==> src/core/tlsa_pkg.sv <==
// package: register map, reset values, field positions and carriers for the limit/status block
package tlsa_pkg;

  // register addresses; several registers read and write at different addresses
  localparam logic [7:0] A_LOC_TEMP       = 8'h00;
  localparam logic [7:0] A_REM_TEMP_HI    = 8'h01;
  localparam logic [7:0] A_STATUS1        = 8'h02;
  localparam logic [7:0] A_CFG1_RD        = 8'h03;
  localparam logic [7:0] A_RATE_RD        = 8'h04;
  localparam logic [7:0] A_LOC_HIGH_RD    = 8'h05;
  localparam logic [7:0] A_LOC_LOW_RD     = 8'h06;
  localparam logic [7:0] A_REM_HIGH_HI_RD = 8'h07;
  localparam logic [7:0] A_REM_LOW_HI_RD  = 8'h08;
  localparam logic [7:0] A_CFG1_WR        = 8'h09;
  localparam logic [7:0] A_RATE_WR        = 8'h0a;
  localparam logic [7:0] A_LOC_HIGH_WR    = 8'h0b;
  localparam logic [7:0] A_LOC_LOW_WR     = 8'h0c;
  localparam logic [7:0] A_REM_HIGH_HI_WR = 8'h0d;
  localparam logic [7:0] A_REM_LOW_HI_WR  = 8'h0e;
  localparam logic [7:0] A_REM_TEMP_LO    = 8'h10;
  localparam logic [7:0] A_REM1_OFS_HI    = 8'h11;
  localparam logic [7:0] A_REM1_OFS_LO    = 8'h12;
  localparam logic [7:0] A_REM_HIGH_LO    = 8'h13;
  localparam logic [7:0] A_REM_LOW_LO     = 8'h14;
  localparam logic [7:0] A_REM_OVERTEMP_OUT_N      = 8'h19;
  localparam logic [7:0] A_LOC_OVERTEMP_OUT_N      = 8'h20;
  localparam logic [7:0] A_HYST           = 8'h21;
  localparam logic [7:0] A_STATUS2        = 8'h23;
  localparam logic [7:0] A_REM2_TEMP_HI   = 8'h30;
  localparam logic [7:0] A_REM2_TEMP_LO   = 8'h33;
  localparam logic [7:0] A_REM2_OFS_HI    = 8'h34;
  localparam logic [7:0] A_REM2_OFS_LO    = 8'h35;

  // reset values
  localparam logic [7:0] RST_CFG1  = 8'h00;
  localparam logic [7:0] RST_RATE  = 8'h07;
  localparam logic [7:0] RST_HIGH  = 8'h55;
  localparam logic [7:0] RST_LOW   = 8'h00;
  localparam logic [7:0] RST_OVERTEMP_OUT_N = 8'h55;
  localparam logic [7:0] RST_HYST  = 8'h0a;

  // configuration 1 and rate field positions
  localparam int CFG_MASK_ALL = 7;
  localparam int CFG_STANDBY  = 6;
  localparam int CFG_ROLE     = 5;
  localparam int CFG_REM_SEL  = 3;
  localparam int CFG_REM_ONE_IRQ_BLOCK  = 1;
  localparam int CFG_REM_TWO_IRQ_BLOCK  = 0;
  localparam int RATE_AVG_OFF = 7;
  localparam logic [3:0] RATE_LAST_AVG = 4'h7;
  localparam logic [3:0] RATE_FASTEST  = 4'ha;
  localparam logic [10:0] RATE_SLOWEST_TICKS = 11'h400;

  // base tick: one period of the fastest rate, 1/64 s
  localparam longint TICK_NS  = 15625000;
  localparam longint CLK_NS   = 5;
  localparam int     TICK_CYC = int'(TICK_NS / CLK_NS);

  typedef struct packed {
    logic       wr;
    logic       rd;
    logic [7:0] addr;
    logic [7:0] wdata;
  } tlsa_req_t;

  typedef struct packed {
    logic       valid;
    logic       open;
    logic [9:0] val;
  } tlsa_meas_t;

  typedef enum {S_IDLE, S_START, S_WAIT} tlsa_state_t;

endpackage : tlsa_pkg

==> src/core/tlsa_core.sv <==
// limit checking, status flags, alarm outputs and conversion scheduling of a three-channel monitor
//
// How it works
// - rate code 0..10 doubles from 1/16 to 64 per second; 11 continuous; reset 7.
// - rate bit 7 set turns averaging off; fastest three periodic rates never average.
// - channel field 00 all channels, 01 local, 10 remote 1, 11 remote 2.
// - every channel has high, low, overtemp limits; remote high/low span two bytes.
// - a result at or below the low limit sets the low flag.
// - overtemp output goes low when any result exceeds its overtemp limit.
// - one hysteresis, default 10, releases overtemp outputs below limit minus hysteresis.
// - limits compare raw in measurement format; no conversion on scale change.
// - both status registers are read-only; writes are ignored.
// - status 1: busy, local high/low, remote 1 high/low/open/overtemp, local overtemp.
// - status 2: remote 2 high/low/open/overtemp, and interrupt-asserted in bit 0.
// - high, low and open flags stay set until their status register is read.
// - unmasked interrupt-capable flags are ORed into the interrupt latch, output low.
// - status read clears its latched flags only where the condition has gone.
// - status reads keep the latch; address read clears it once causes are gone.
// - overtemp output follows the overtemp flags and releases without host help.
// - as second overtemp output the shared pin follows only high-limit flags.
// - status 2 bit 0 mirrors an asserted interrupt output, clear while masked.
// - remote offsets are 10-bit signed: upper byte, two left-justified low bits.
// - signed offset is added to the remote result before storing and comparing.
// - remote select bit steers remote 1 offset addresses to remote 2 offsets.
// - config bit 7 masks the interrupt; bits 1 and 0 mask remote causes.
// - config bit 5 picks shared pin role: interrupt or second overtemp output.
// - config bit 6 is standby: no new conversion sequences, registers live, outputs not valid.
`timescale 1ns/1ps
`default_nettype none

module tlsa_core
  import tlsa_pkg::*;
#(
  parameter int TICK_CYCLES = TICK_CYC
) (
  input  wire logic       clock,
  input  wire logic       rst_n,
  input  wire tlsa_req_t  reg_req,
  output logic [7:0]      reg_rdata,
  input  wire logic       addr_read_ack,
  output logic            adc_start,
  output logic [1:0]      adc_chan,
  output logic            adc_avg_en,
  input  wire tlsa_meas_t meas,
  output logic            overtemp_out_n,
  output logic            shared_pin_n
);

  localparam int TW = $clog2(TICK_CYCLES + 1);

  function automatic logic f_above(input logic [9:0] v, input logic [9:0] lim);
    return v > lim;
  endfunction

  function automatic logic f_released(input logic [7:0] t, input logic [7:0] lim, input logic [7:0] hy);
    return ({1'b0, t} + {1'b0, hy}) < {1'b0, lim};
  endfunction

  logic [7:0]  cfg1_r;
  logic [7:0]  rate_r;
  logic [9:0]  high_r [3];
  logic [9:0]  low_r  [3];
  logic [7:0]  overtemp_out_n_r [3];
  logic [7:0]  hyst_r;
  logic [9:0]  ofs_r  [2];
  logic [9:0]  temp_r [3];
  logic [2:0]  hi_f_r, lo_f_r, open_f_r, open_now_r, th_r, th2_r;
  logic        alert_latch_r;
  tlsa_state_t state_r;
  logic [1:0]  cur_ch_r;
  logic [TW-1:0] tick_cnt_r;
  logic [10:0] per_cnt_r;
  logic        due_r;
  logic [7:0]  rdata_r;
  logic        ot_n_r, sp_n_r;

  logic       standby, cont, tick, done, rem_sel, start_seq, last_ch;
  logic [1:0] ri;
  logic [1:0] first_ch;
  logic [11:0] corr;
  logic [9:0] nv;
  logic       rd_st1, rd_st2, any_cause, alert_act, meas_ok;
  logic [2:0] hi_now, lo_now;
  logic [7:0] status1, status2, rd_val;

  assign standby = cfg1_r[CFG_STANDBY];
  assign rem_sel = cfg1_r[CFG_REM_SEL];
  assign ri      = rem_sel ? 2'd2 : 2'd1;
  assign cont    = rate_r[3:0] > RATE_FASTEST;
  assign rd_st1  = reg_req.rd && reg_req.addr == A_STATUS1;
  assign rd_st2  = reg_req.rd && reg_req.addr == A_STATUS2;
  assign done    = state_r == S_WAIT && meas.valid;
  assign meas_ok = !meas.open || cur_ch_r == 2'd0; // local channel has no diode to open

  // ---- configuration and limit registers
  always_ff @(posedge clock) begin
    if (!rst_n) begin
      cfg1_r <= RST_CFG1;
      rate_r <= RST_RATE;
      hyst_r <= RST_HYST;
      for (int i = 0; i < 3; i++) begin
        high_r[i]  <= {RST_HIGH, 2'b00};
        low_r[i]   <= {RST_LOW, 2'b00};
        overtemp_out_n_r[i] <= RST_OVERTEMP_OUT_N;
      end
      ofs_r[0] <= '0;
      ofs_r[1] <= '0;
    end else if (reg_req.wr) begin
      // status addresses have no write decode, so writes there fall through
      case (reg_req.addr)
        A_CFG1_WR:        cfg1_r <= reg_req.wdata;
        A_RATE_WR:        rate_r <= {reg_req.wdata[7], 1'b0, reg_req.wdata[5:0]};
        A_LOC_HIGH_WR:    high_r[0][9:2] <= reg_req.wdata;
        A_LOC_LOW_WR:     low_r[0][9:2] <= reg_req.wdata;
        A_REM_HIGH_HI_WR: high_r[ri][9:2] <= reg_req.wdata;
        A_REM_HIGH_LO:    high_r[ri][1:0] <= reg_req.wdata[7:6];
        A_REM_LOW_HI_WR:  low_r[ri][9:2] <= reg_req.wdata;
        A_REM_LOW_LO:     low_r[ri][1:0] <= reg_req.wdata[7:6];
        A_LOC_OVERTEMP_OUT_N:      overtemp_out_n_r[0] <= reg_req.wdata;
        A_REM_OVERTEMP_OUT_N:      overtemp_out_n_r[ri] <= reg_req.wdata;
        A_HYST:           hyst_r <= reg_req.wdata;
        A_REM1_OFS_HI:    ofs_r[rem_sel][9:2] <= reg_req.wdata;
        A_REM1_OFS_LO:    ofs_r[rem_sel][1:0] <= reg_req.wdata[7:6];
        A_REM2_OFS_HI:    ofs_r[1][9:2] <= reg_req.wdata;
        A_REM2_OFS_LO:    ofs_r[1][1:0] <= reg_req.wdata[7:6];
        default: ;
      endcase
    end
  end

  // ---- conversion scheduling
  always_ff @(posedge clock) begin
    if (!rst_n) begin
      tick_cnt_r <= '0;
    end else if (tick) begin
      tick_cnt_r <= '0;
    end else begin
      tick_cnt_r <= tick_cnt_r + TW'(1);
    end
  end
  assign tick = tick_cnt_r == TW'(TICK_CYCLES - 1);

  always_ff @(posedge clock) begin
    if (!rst_n) begin
      per_cnt_r <= '0;
      due_r     <= 1'b0;
    end else begin
      if (tick) begin
        if (per_cnt_r >= (RATE_SLOWEST_TICKS >> rate_r[3:0]) - 11'd1) begin
          per_cnt_r <= '0;
        end else begin
          per_cnt_r <= per_cnt_r + 11'd1;
        end
      end
      if (tick && per_cnt_r >= (RATE_SLOWEST_TICKS >> rate_r[3:0]) - 11'd1) begin
        due_r <= 1'b1;
      end else if (start_seq) begin
        due_r <= 1'b0;
      end
    end
  end

  assign first_ch  = (rate_r[5:4] == 2'b00) ? 2'd0 : rate_r[5:4] - 2'd1;
  assign last_ch   = rate_r[5:4] != 2'b00 || cur_ch_r == 2'd2;
  // standby only blocks new sequences; a conversion under way is allowed to finish
  assign start_seq = state_r == S_IDLE && !standby && (due_r || cont);

  always_ff @(posedge clock) begin
    if (!rst_n) begin
      state_r  <= S_IDLE;
      cur_ch_r <= 2'd0;
    end else begin
      case (state_r)
        S_IDLE: begin
          if (start_seq) begin
            cur_ch_r <= first_ch;
            state_r  <= S_START;
          end
        end
        S_START: state_r <= S_WAIT;
        S_WAIT: begin
          if (meas.valid) begin
            if (last_ch) begin
              state_r <= S_IDLE;
            end else begin
              cur_ch_r <= cur_ch_r + 2'd1;
              state_r  <= S_START;
            end
          end
        end
        default: state_r <= S_IDLE;
      endcase
    end
  end

  assign adc_start  = state_r == S_START;
  assign adc_chan   = cur_ch_r;
  assign adc_avg_en = !rate_r[RATE_AVG_OFF] && (rate_r[3:0] <= RATE_LAST_AVG || cont);

  // ---- offset correction, clamped to the 10-bit range rather than wrapping
  always_comb begin
    corr = {2'b00, meas.val[9:2], 2'b00}; // local result is whole degrees only
    if (cur_ch_r != 2'd0) begin
      corr = {2'b00, meas.val} + {{2{ofs_r[cur_ch_r[1]][9]}}, ofs_r[cur_ch_r[1]]};
    end
    if (corr[11]) begin
      nv = '0;
    end else if (corr[10]) begin
      nv = 10'h3ff;
    end else begin
      nv = corr[9:0];
    end
  end

  always_ff @(posedge clock) begin
    if (!rst_n) begin
      for (int i = 0; i < 3; i++) begin
        temp_r[i] <= '0;
      end
      open_now_r <= '0;
    end else if (done) begin
      open_now_r[cur_ch_r] <= meas.open && cur_ch_r != 2'd0;
      if (meas_ok) begin
        temp_r[cur_ch_r] <= (cur_ch_r == 2'd0) ? {nv[9:2], 2'b00} : nv;
      end
    end
  end

  // ---- latched status flags
  always_comb begin
    for (int i = 0; i < 3; i++) begin
      hi_now[i] = f_above(temp_r[i], high_r[i]);
      lo_now[i] = temp_r[i] <= low_r[i];
    end
  end

  always_ff @(posedge clock) begin
    if (!rst_n) begin
      hi_f_r   <= '0;
      lo_f_r   <= '0;
      open_f_r <= '0;
    end else begin
      for (int i = 0; i < 3; i++) begin
        // a new set in the clearing cycle wins over the read
        if (done && cur_ch_r == 2'(i) && meas_ok && f_above(nv, high_r[i])) begin
          hi_f_r[i] <= 1'b1;
        end else if (((i == 2) ? rd_st2 : rd_st1) && !hi_now[i]) begin
          hi_f_r[i] <= 1'b0;
        end
        if (done && cur_ch_r == 2'(i) && meas_ok && nv <= low_r[i]) begin
          lo_f_r[i] <= 1'b1;
        end else if (((i == 2) ? rd_st2 : rd_st1) && !lo_now[i]) begin
          lo_f_r[i] <= 1'b0;
        end
        if (i != 0 && done && cur_ch_r == 2'(i) && meas.open) begin
          open_f_r[i] <= 1'b1;
        end else if (((i == 2) ? rd_st2 : rd_st1) && !open_now_r[i]) begin
          open_f_r[i] <= 1'b0;
        end
      end
    end
  end

  // ---- overtemp flags with hysteresis, self-clearing
  always_ff @(posedge clock) begin
    if (!rst_n) begin
      th_r  <= '0;
      th2_r <= '0;
    end else if (done && meas_ok) begin
      if (nv[9:2] > overtemp_out_n_r[cur_ch_r]) begin
        th_r[cur_ch_r] <= 1'b1;
      end else if (f_released(nv[9:2], overtemp_out_n_r[cur_ch_r], hyst_r)) begin
        th_r[cur_ch_r] <= 1'b0;
      end
      if (f_above(nv, high_r[cur_ch_r])) begin
        th2_r[cur_ch_r] <= 1'b1;
      end else if (f_released(nv[9:2], high_r[cur_ch_r][9:2], hyst_r)) begin
        th2_r[cur_ch_r] <= 1'b0;
      end
    end
  end

  // ---- interrupt latch
  assign any_cause = hi_f_r[0] || lo_f_r[0]
                  || (!cfg1_r[CFG_REM_ONE_IRQ_BLOCK] && (hi_f_r[1] || lo_f_r[1] || open_f_r[1]))
                  || (!cfg1_r[CFG_REM_TWO_IRQ_BLOCK] && (hi_f_r[2] || lo_f_r[2] || open_f_r[2]));

  always_ff @(posedge clock) begin
    if (!rst_n) begin
      alert_latch_r <= 1'b0;
    end else if (any_cause) begin
      alert_latch_r <= 1'b1;
    end else if (addr_read_ack) begin
      alert_latch_r <= 1'b0;
    end
  end

  assign alert_act = alert_latch_r && !cfg1_r[CFG_MASK_ALL] && !cfg1_r[CFG_ROLE] && !standby;

  // ---- pins; released in standby since their state is not meaningful there
  always_ff @(posedge clock) begin
    if (!rst_n) begin
      ot_n_r <= 1'b1;
      sp_n_r <= 1'b1;
    end else begin
      ot_n_r <= standby || !(|th_r);
      if (cfg1_r[CFG_ROLE]) begin
        sp_n_r <= standby || !(|th2_r);
      end else begin
        sp_n_r <= !alert_act;
      end
    end
  end
  assign overtemp_out_n = ot_n_r;
  assign shared_pin_n   = sp_n_r;

  // ---- register reads
  assign status1 = {state_r != S_IDLE, hi_f_r[0], lo_f_r[0], hi_f_r[1], lo_f_r[1],
                    open_f_r[1], th_r[1], th_r[0]};
  assign status2 = {3'b000, hi_f_r[2], lo_f_r[2], open_f_r[2], th_r[2], alert_act};

  always_comb begin
    case (reg_req.addr)
      A_LOC_TEMP:       rd_val = temp_r[0][9:2];
      A_REM_TEMP_HI:    rd_val = temp_r[ri][9:2];
      A_REM_TEMP_LO:    rd_val = {temp_r[ri][1:0], 6'h00};
      A_REM2_TEMP_HI:   rd_val = temp_r[2][9:2];
      A_REM2_TEMP_LO:   rd_val = {temp_r[2][1:0], 6'h00};
      A_STATUS1:        rd_val = status1;
      A_STATUS2:        rd_val = status2;
      A_CFG1_RD:        rd_val = cfg1_r;
      A_RATE_RD:        rd_val = rate_r;
      A_LOC_HIGH_RD:    rd_val = high_r[0][9:2];
      A_LOC_LOW_RD:     rd_val = low_r[0][9:2];
      A_REM_HIGH_HI_RD: rd_val = high_r[ri][9:2];
      A_REM_LOW_HI_RD:  rd_val = low_r[ri][9:2];
      A_REM_HIGH_LO:    rd_val = {high_r[ri][1:0], 6'h00};
      A_REM_LOW_LO:     rd_val = {low_r[ri][1:0], 6'h00};
      A_LOC_OVERTEMP_OUT_N:      rd_val = overtemp_out_n_r[0];
      A_REM_OVERTEMP_OUT_N:      rd_val = overtemp_out_n_r[ri];
      A_HYST:           rd_val = hyst_r;
      A_REM1_OFS_HI:    rd_val = ofs_r[rem_sel][9:2];
      A_REM1_OFS_LO:    rd_val = {ofs_r[rem_sel][1:0], 6'h00};
      A_REM2_OFS_HI:    rd_val = ofs_r[1][9:2];
      A_REM2_OFS_LO:    rd_val = {ofs_r[1][1:0], 6'h00};
      default:          rd_val = 8'h00;
    endcase
  end

  always_ff @(posedge clock) begin
    if (!rst_n) begin
      rdata_r <= 8'h00;
    end else if (reg_req.rd) begin
      rdata_r <= rd_val;
    end
  end
  assign reg_rdata = rdata_r;
endmodule : tlsa_core

`default_nettype wire

==> config.mk <==
export PLATFORM = sky130hd
export DESIGN_NAME = tlsa_core
export DESIGN_NICKNAME = d
export VERILOG_FILES = /design/src/core/tlsa_pkg.sv /design/src/core/tlsa_core.sv
export SDC_FILE = /design/constraint.sdc
export NUM_CORES = 1
export LEC_CHECK = 0
export ABC_AREA = 1
export BUFFER_PORTS_ARGS = -buffer_cell sky130_fd_sc_hd__buf_2
export CAP_MARGIN = 40
export CORE_ASPECT_RATIO = 1.1
export CORE_MARGIN = 10
export CORE_UTILIZATION = 35
export DETAILED_ROUTE_END_ITERATION = 8
export HOLD_SLACK_MARGIN = 0.1
export PLACE_DENSITY_LB_ADDON = 0.3
export SLEW_MARGIN = 10
export SYNTH_ARGS = -nofsm -noshare
export SYNTH_HDL_FRONTEND = slang
export SYNTH_SLANG_ARGS = --single-unit
==> constraint.sdc <==
create_clock -name clock -period 9.55 [get_ports clock]
set_input_delay 0.955 -clock clock [delete_from_list [all_inputs] [get_ports clock]]
set_output_delay 0.955 -clock clock [all_outputs]
set_load 0.02 [all_outputs]
# After elaboration in Yosys (flattened, before gate mapping)
# Memory sizes are Yosys's and may differ from the RTL's. A register that Yosys moved wholly into a read port is not among the register bits.
# Index checks and enable logic that the tools add are counted.
dict set report op_classes {
  shift 1
  div 0
  n_addsub 7
  n_mux 125
  n_eq_ne 37
  bitwise_logic 11
  n_reduce_logical 104
  multipliers 0
  n_lt_le_gt_ge 21
}
# cell n
set op_table {}
lappend op_table {{8-bit one-hot mux with 22 select lines} 1}
lappend op_table {{32-bit one-hot mux with 3 select lines} 1}
lappend op_table {{1-bit 2-to-1 mux} 83}
lappend op_table {{10-bit > comparator} 7}
lappend op_table {{32-bit by 2-bit equality test with 1-bit output (second input constant)} 2}
lappend op_table {{32-bit zero test} 2}
lappend op_table {{32-bit 2-to-1 mux} 2}
lappend op_table {{10-bit less-or-equal comparator} 6}
lappend op_table {{10-bit 2-to-1 mux} 6}
lappend op_table {{8-bit by 4-bit equality test with 1-bit output (second input constant)} 7}
lappend op_table {{8-bit by 6-bit equality test with 1-bit output (second input constant)} 7}
lappend op_table {{8-bit by 5-bit equality test with 1-bit output (second input constant)} 6}
lappend op_table {{8-bit 2-to-1 mux} 5}
lappend op_table {{10-bit OR reduction} 4}
lappend op_table {{1-bit logical AND} 37}
lappend op_table {{2-bit 2-to-1 mux} 18}
lappend op_table {{32-bit by 1-bit equality test with 1-bit output (second input constant)} 1}
lappend op_table {{32-bit by 3-bit equality test with 1-bit output (second input constant)} 1}
lappend op_table {{8-bit by 3-bit equality test with 1-bit output (second input constant)} 4}
lappend op_table {{32-bit nonzero test} 1}
lappend op_table {{2-bit nonzero test} 15}
lappend op_table {{22-bit by 1-bit adder with 22-bit output (second input constant)} 1}
lappend op_table {{22-bit equality test (second input constant)} 1}
lappend op_table {{1-bit zero test} 18}
lappend op_table {{other kinds (38)} 70}
dict set report word_totals {
  latchBits 0
  wordCells 334
  memories 5
  input_bits 33
  romBits 0
  ff_bits 119
  ram_bits 134
}
# name words width read_ports rd_clocked_by_memory_dff write_ports line
set memory_table {}
lappend memory_table {high_r 3 10 5 1 3 tlsa_core.sv:61} ;# logic [9:0] high_r [3];
lappend memory_table {low_r 3 10 4 0 3 tlsa_core.sv:62} ;# logic [9:0] low_r [3];
lappend memory_table {temp_r 3 10 4 0 3 tlsa_core.sv:66} ;# logic [9:0] temp_r [3];
lappend memory_table {overtemp_out_n_r 3 8 3 1 3 tlsa_core.sv:63} ;# logic [7:0] overtemp_out_n_r [3];
lappend memory_table {ofs_r 2 10 3 2 2 tlsa_core.sv:65} ;# logic [9:0] ofs_r [2];

# Logic depth before layout (Yosys ltp)
dict set report logic_depth {
  ltp_word 8
  depth_mapped 31
}

# Worst setup path after synthesis
# No wires, ideal clock.
dict set report synth_path {
  path_kind {input-to-reg}
  from {input meas[0] in the netlist's numbering}
  to {register (tool-made name)}
  setup_ns 0.114
  cell_stages 22
  n_path_buf 0
  t_arrival_ns 4.363
  setup_slack_ns 5.073
  path_cell_list {ha_1 > fa_1 > nand3_1 > nand3_1 > nand2_1 > nand3_1 > nand2_1 > nand2_2 > inv_1 > ha_1 > inv_1 > fa_1 > nand3b_1 > nand2_1 > a21oi_1 > xnor2_1 > ha_1 > a21o_1 > a21oi_1 > nand3_1 > nand3_1 > nand2_1}
}
# item line
set synth_rtl {}
lappend synth_rtl {{start: declaration} tlsa_core.sv:44} ;# input wire tlsa_meas_t meas,

==> impl_results.md <==
* Status: finished clean
* Flops & latches, synth at 244
* Root buffer cell: clkbuf_16
* RSZ-0062 raised after global routing: false
* Die width at 230 µm
* Cell variety after synth at 56
* CP max stage delay at 0.50 ns
* Initial core utilization at 0.355
* Setup tns final at 0 ns
* Avg Inst Size Synth at 7.59 µm²
* Final ANT Viol Nets at 0
* Fillers at 4,893
* # DRC at 0
* Multi-input combinational cell area at 9580 µm²
* Final WL at 61,100 µm
* Vias in the first global route at 15,200
* Cell Count, Final, Fillers Out at 2,980
* Placed Cells at 2,922
* Area Growth Syn to Fin at 13.1%
* I/O Buffers at 46
* H-tree Lvls at 1
* Max Transition Viols Final at 0
* Initial antenna violation count at 1
* Commonest non-fill, non-tap cell in the layout: nand2_1
* Nets at 2,532
* Clock slew at reported path FFs at 0.06 ns
* Post-synth EDFFs at 152
* Initial drt markers at 1,356
* GRT Util Overall at 0.207
* Share of cells above drive strength 1 at 0.0797
* First-pass GRT wire length at 92,200 µm
* Via/cell ratio at 5.29
* Yosys warns at 0
* Grt ovf at 0
* Clock Skew at 0.0413 ns
* Worst EP required at 10.04 ns
* Max-Cap Viols at 0
* Max Clk Rate at 184 MHz
* I/O Pins at 47
* Post-synthesis cell count at 2,245
* DP HPWL at 48,200 µm
* Post-CTS Hold Buffers at 0
* Async set-reset flop share out of synthesis at 0
* Clock Latency Late Sink at 0.60 ns
* CP Class: reg -> reg
* Area taken by flip-flops and latches at 6410 µm²
* RePlAce Congestion at 1.01
* Vert. Die Dim at 251 µm
* Register area share after synthesis at 0.376
* Setup bufs post-CTS at 0
* Pin count of the biggest net entering global routing at 52
* Syn Std Cell Area at 17,000 µm²
* TritonCTS Buffers at 30
* Minimum clock period at 5.42 ns
* Worst vdd ir at 0.000128 V
* Final count of hold timing violations at 0
* Worst path slowest cell: o21ai_0
* CTS Buffer Depth at 3
* Avg WL per Cell at 20.5 µm
* CP bufs+invs at 4
* Worst min path class: reg -> reg
* Slew @ Worst Pin at 0.885 ns
* Critical path fanouts, max at 20
* 1st-pass router iterations at 7
* Die area at 57,900 µm²
* Most frequent cells in the layout: nand2_1, nor2_1, inv_1
* Ys flop type: edfxtp_1
* CTS tree: built
* Crit path arrival time at 5.91 ns
* CP top delay family: simple AND/OR/NAND/NOR gates
* Post-CTS resize count at 0
* Final setup vio count at 0
* Setup crit end kind: flop
* Vias at 15,800
* Site row count at 84
* Tcrit/Tclk final at 0.568
* Core area at 48,000 µm²
* Cell Pwr Density at 145 nW/µm²
* Clk sinks at 244
* Rel. slew slack at 0.409
* Leak pwr at 8.59 nW
* Startpoint types: flop
-- cells by family after synthesis --
| logic type | count (synthesis) | share of synthesized area |
|---|---|---|
| AOI/OAI and AO/OA | 332 | 0.110 |
| xor gates and xnor gates | 24 | 0.0123 |
| adders and majority gates | 190 | 0.140 |
| buffers and inverters | 294 | 0.0669 |
| DFF | 244 | 0.376 |
| muxes | 3 | 0.00176 |
| other | 1 | 0.000220 |
| and+or+nand+nor | 1157 | 0.292 |
-- registers in the layout (all words and copies together) (netlist names), 8 cells and up, named ones only --
signal,flops
high_r,40
overtemp_out_n_r,32
low_r,30
temp_r,30
tick_cnt_r,22
ofs_r,20
per_cnt_r,11
cfg1_r,8
hyst_r,8
reg_rdata,8
-- per-stage QoR --
| stage | power, mW | setup WS, ns | area [µm²] | util | hold slack, ns |
|---|---|---|---|---|---|
| floorplan | 1.39 | 5.07 | 17100 | - | 0.418 |
| global placement | 1.50 | 4.32 | 18000 | 0.375 | 0.430 |
| detailed placement | 1.51 | 4.16 | 18100 | 0.378 | 0.457 |
| CTS | 2.80 | 4.18 | 19300 | 0.401 | 0.467 |
| global route | 2.90 | 3.53 | 19300 | 0.401 | 0.481 |
| finish | 2.80 | 4.13 | 19300 | 0.401 | 0.465 |
-- cell type report --
| cell class | count | area share |
|---|---|---|
| multi-input combinational | 1730 | 0.497 |
| sequential | 244 | 0.332 |
| inverter | 242 | 0.0471 |
| tap | 645 | 0.0419 |
| clock buffer | 35 | 0.0404 |
| timing repair buffer | 61 | 0.0230 |
| clock inverter | 21 | 0.0177 |
| antenna | 2 | 0.000260 |
-- worst paths after layout --
| check | start | endpoint | slack [ns] | depth (start not counted) |
|---|---|---|---|---|
| worst max-delay path | flop | flop | 4.13 | 25 |
| worst min-delay path | reg_rdata[2] | reg_rdata[2] | 0.46 | 2 |
| worst max register to register | flop | flop | 4.13 | 25 |
| worst min register to register | reg_rdata[2] | reg_rdata[2] | 0.46 | 2 |
-- cells in the mapped netlist (6+ instances only) --
cell	count	area share
nand2_1	564	0.12
buf_2	14	0.0041
edfxtp_1	152	0.27
inv_2	20	0.0044
inv_1	219	0.048
nor2_1	316	0.070
xor2_1	21	0.011
o211ai_1	14	0.0062
a211oi_1	12	0.0053
nor2_4	13	0.0086
ha_1	188	0.14
o2111ai_1	6	0.0031
a21oi_1	148	0.043
nor2_2	20	0.0073
dfxtp_1	92	0.11
clkbuf_1	32	0.0070
nand4_1	41	0.015
nand3_1	143	0.042
a32o_1	7	0.0041
nor3_1	24	0.0070
o21a_1	7	0.0031
nand3b_1	8	0.0035
o21ai_0	110	0.032
nand2_2	8	0.0029
-- worst reg2reg max path: cells and delay by family, from the launching register on --
family	cells	cell delay, ns
compound gates	4	1.01
fa+ha+maj	4	1.30
xor+xnor	1	0.23
flops	1	0.47
simple gates	12	1.65
buf+inv	4	0.69
-- power breakdown --
| part | internal, mW | switching (mW) | total [mW] |
|---|---|---|---|
| clock | 0.804 | 0.493 | 1.30 |
| sequential | 1.15 | 0.0261 | 1.18 |
| combinational | 0.102 | 0.221 | 0.323 |
| total | 2.06 | 0.740 | 2.80 |
-- metal layers --
metal  global-route usage  share of wire  vias to the layer above
met4               0.0837          0.043                        0
li1                     -              -                     7658
met3               0.0262          0.068                      121
met2                0.352           0.47                      584
met5                    0              0                        -
met1                0.260           0.42                     7416
No activity file was read; power rests on OpenSTA's default activity.
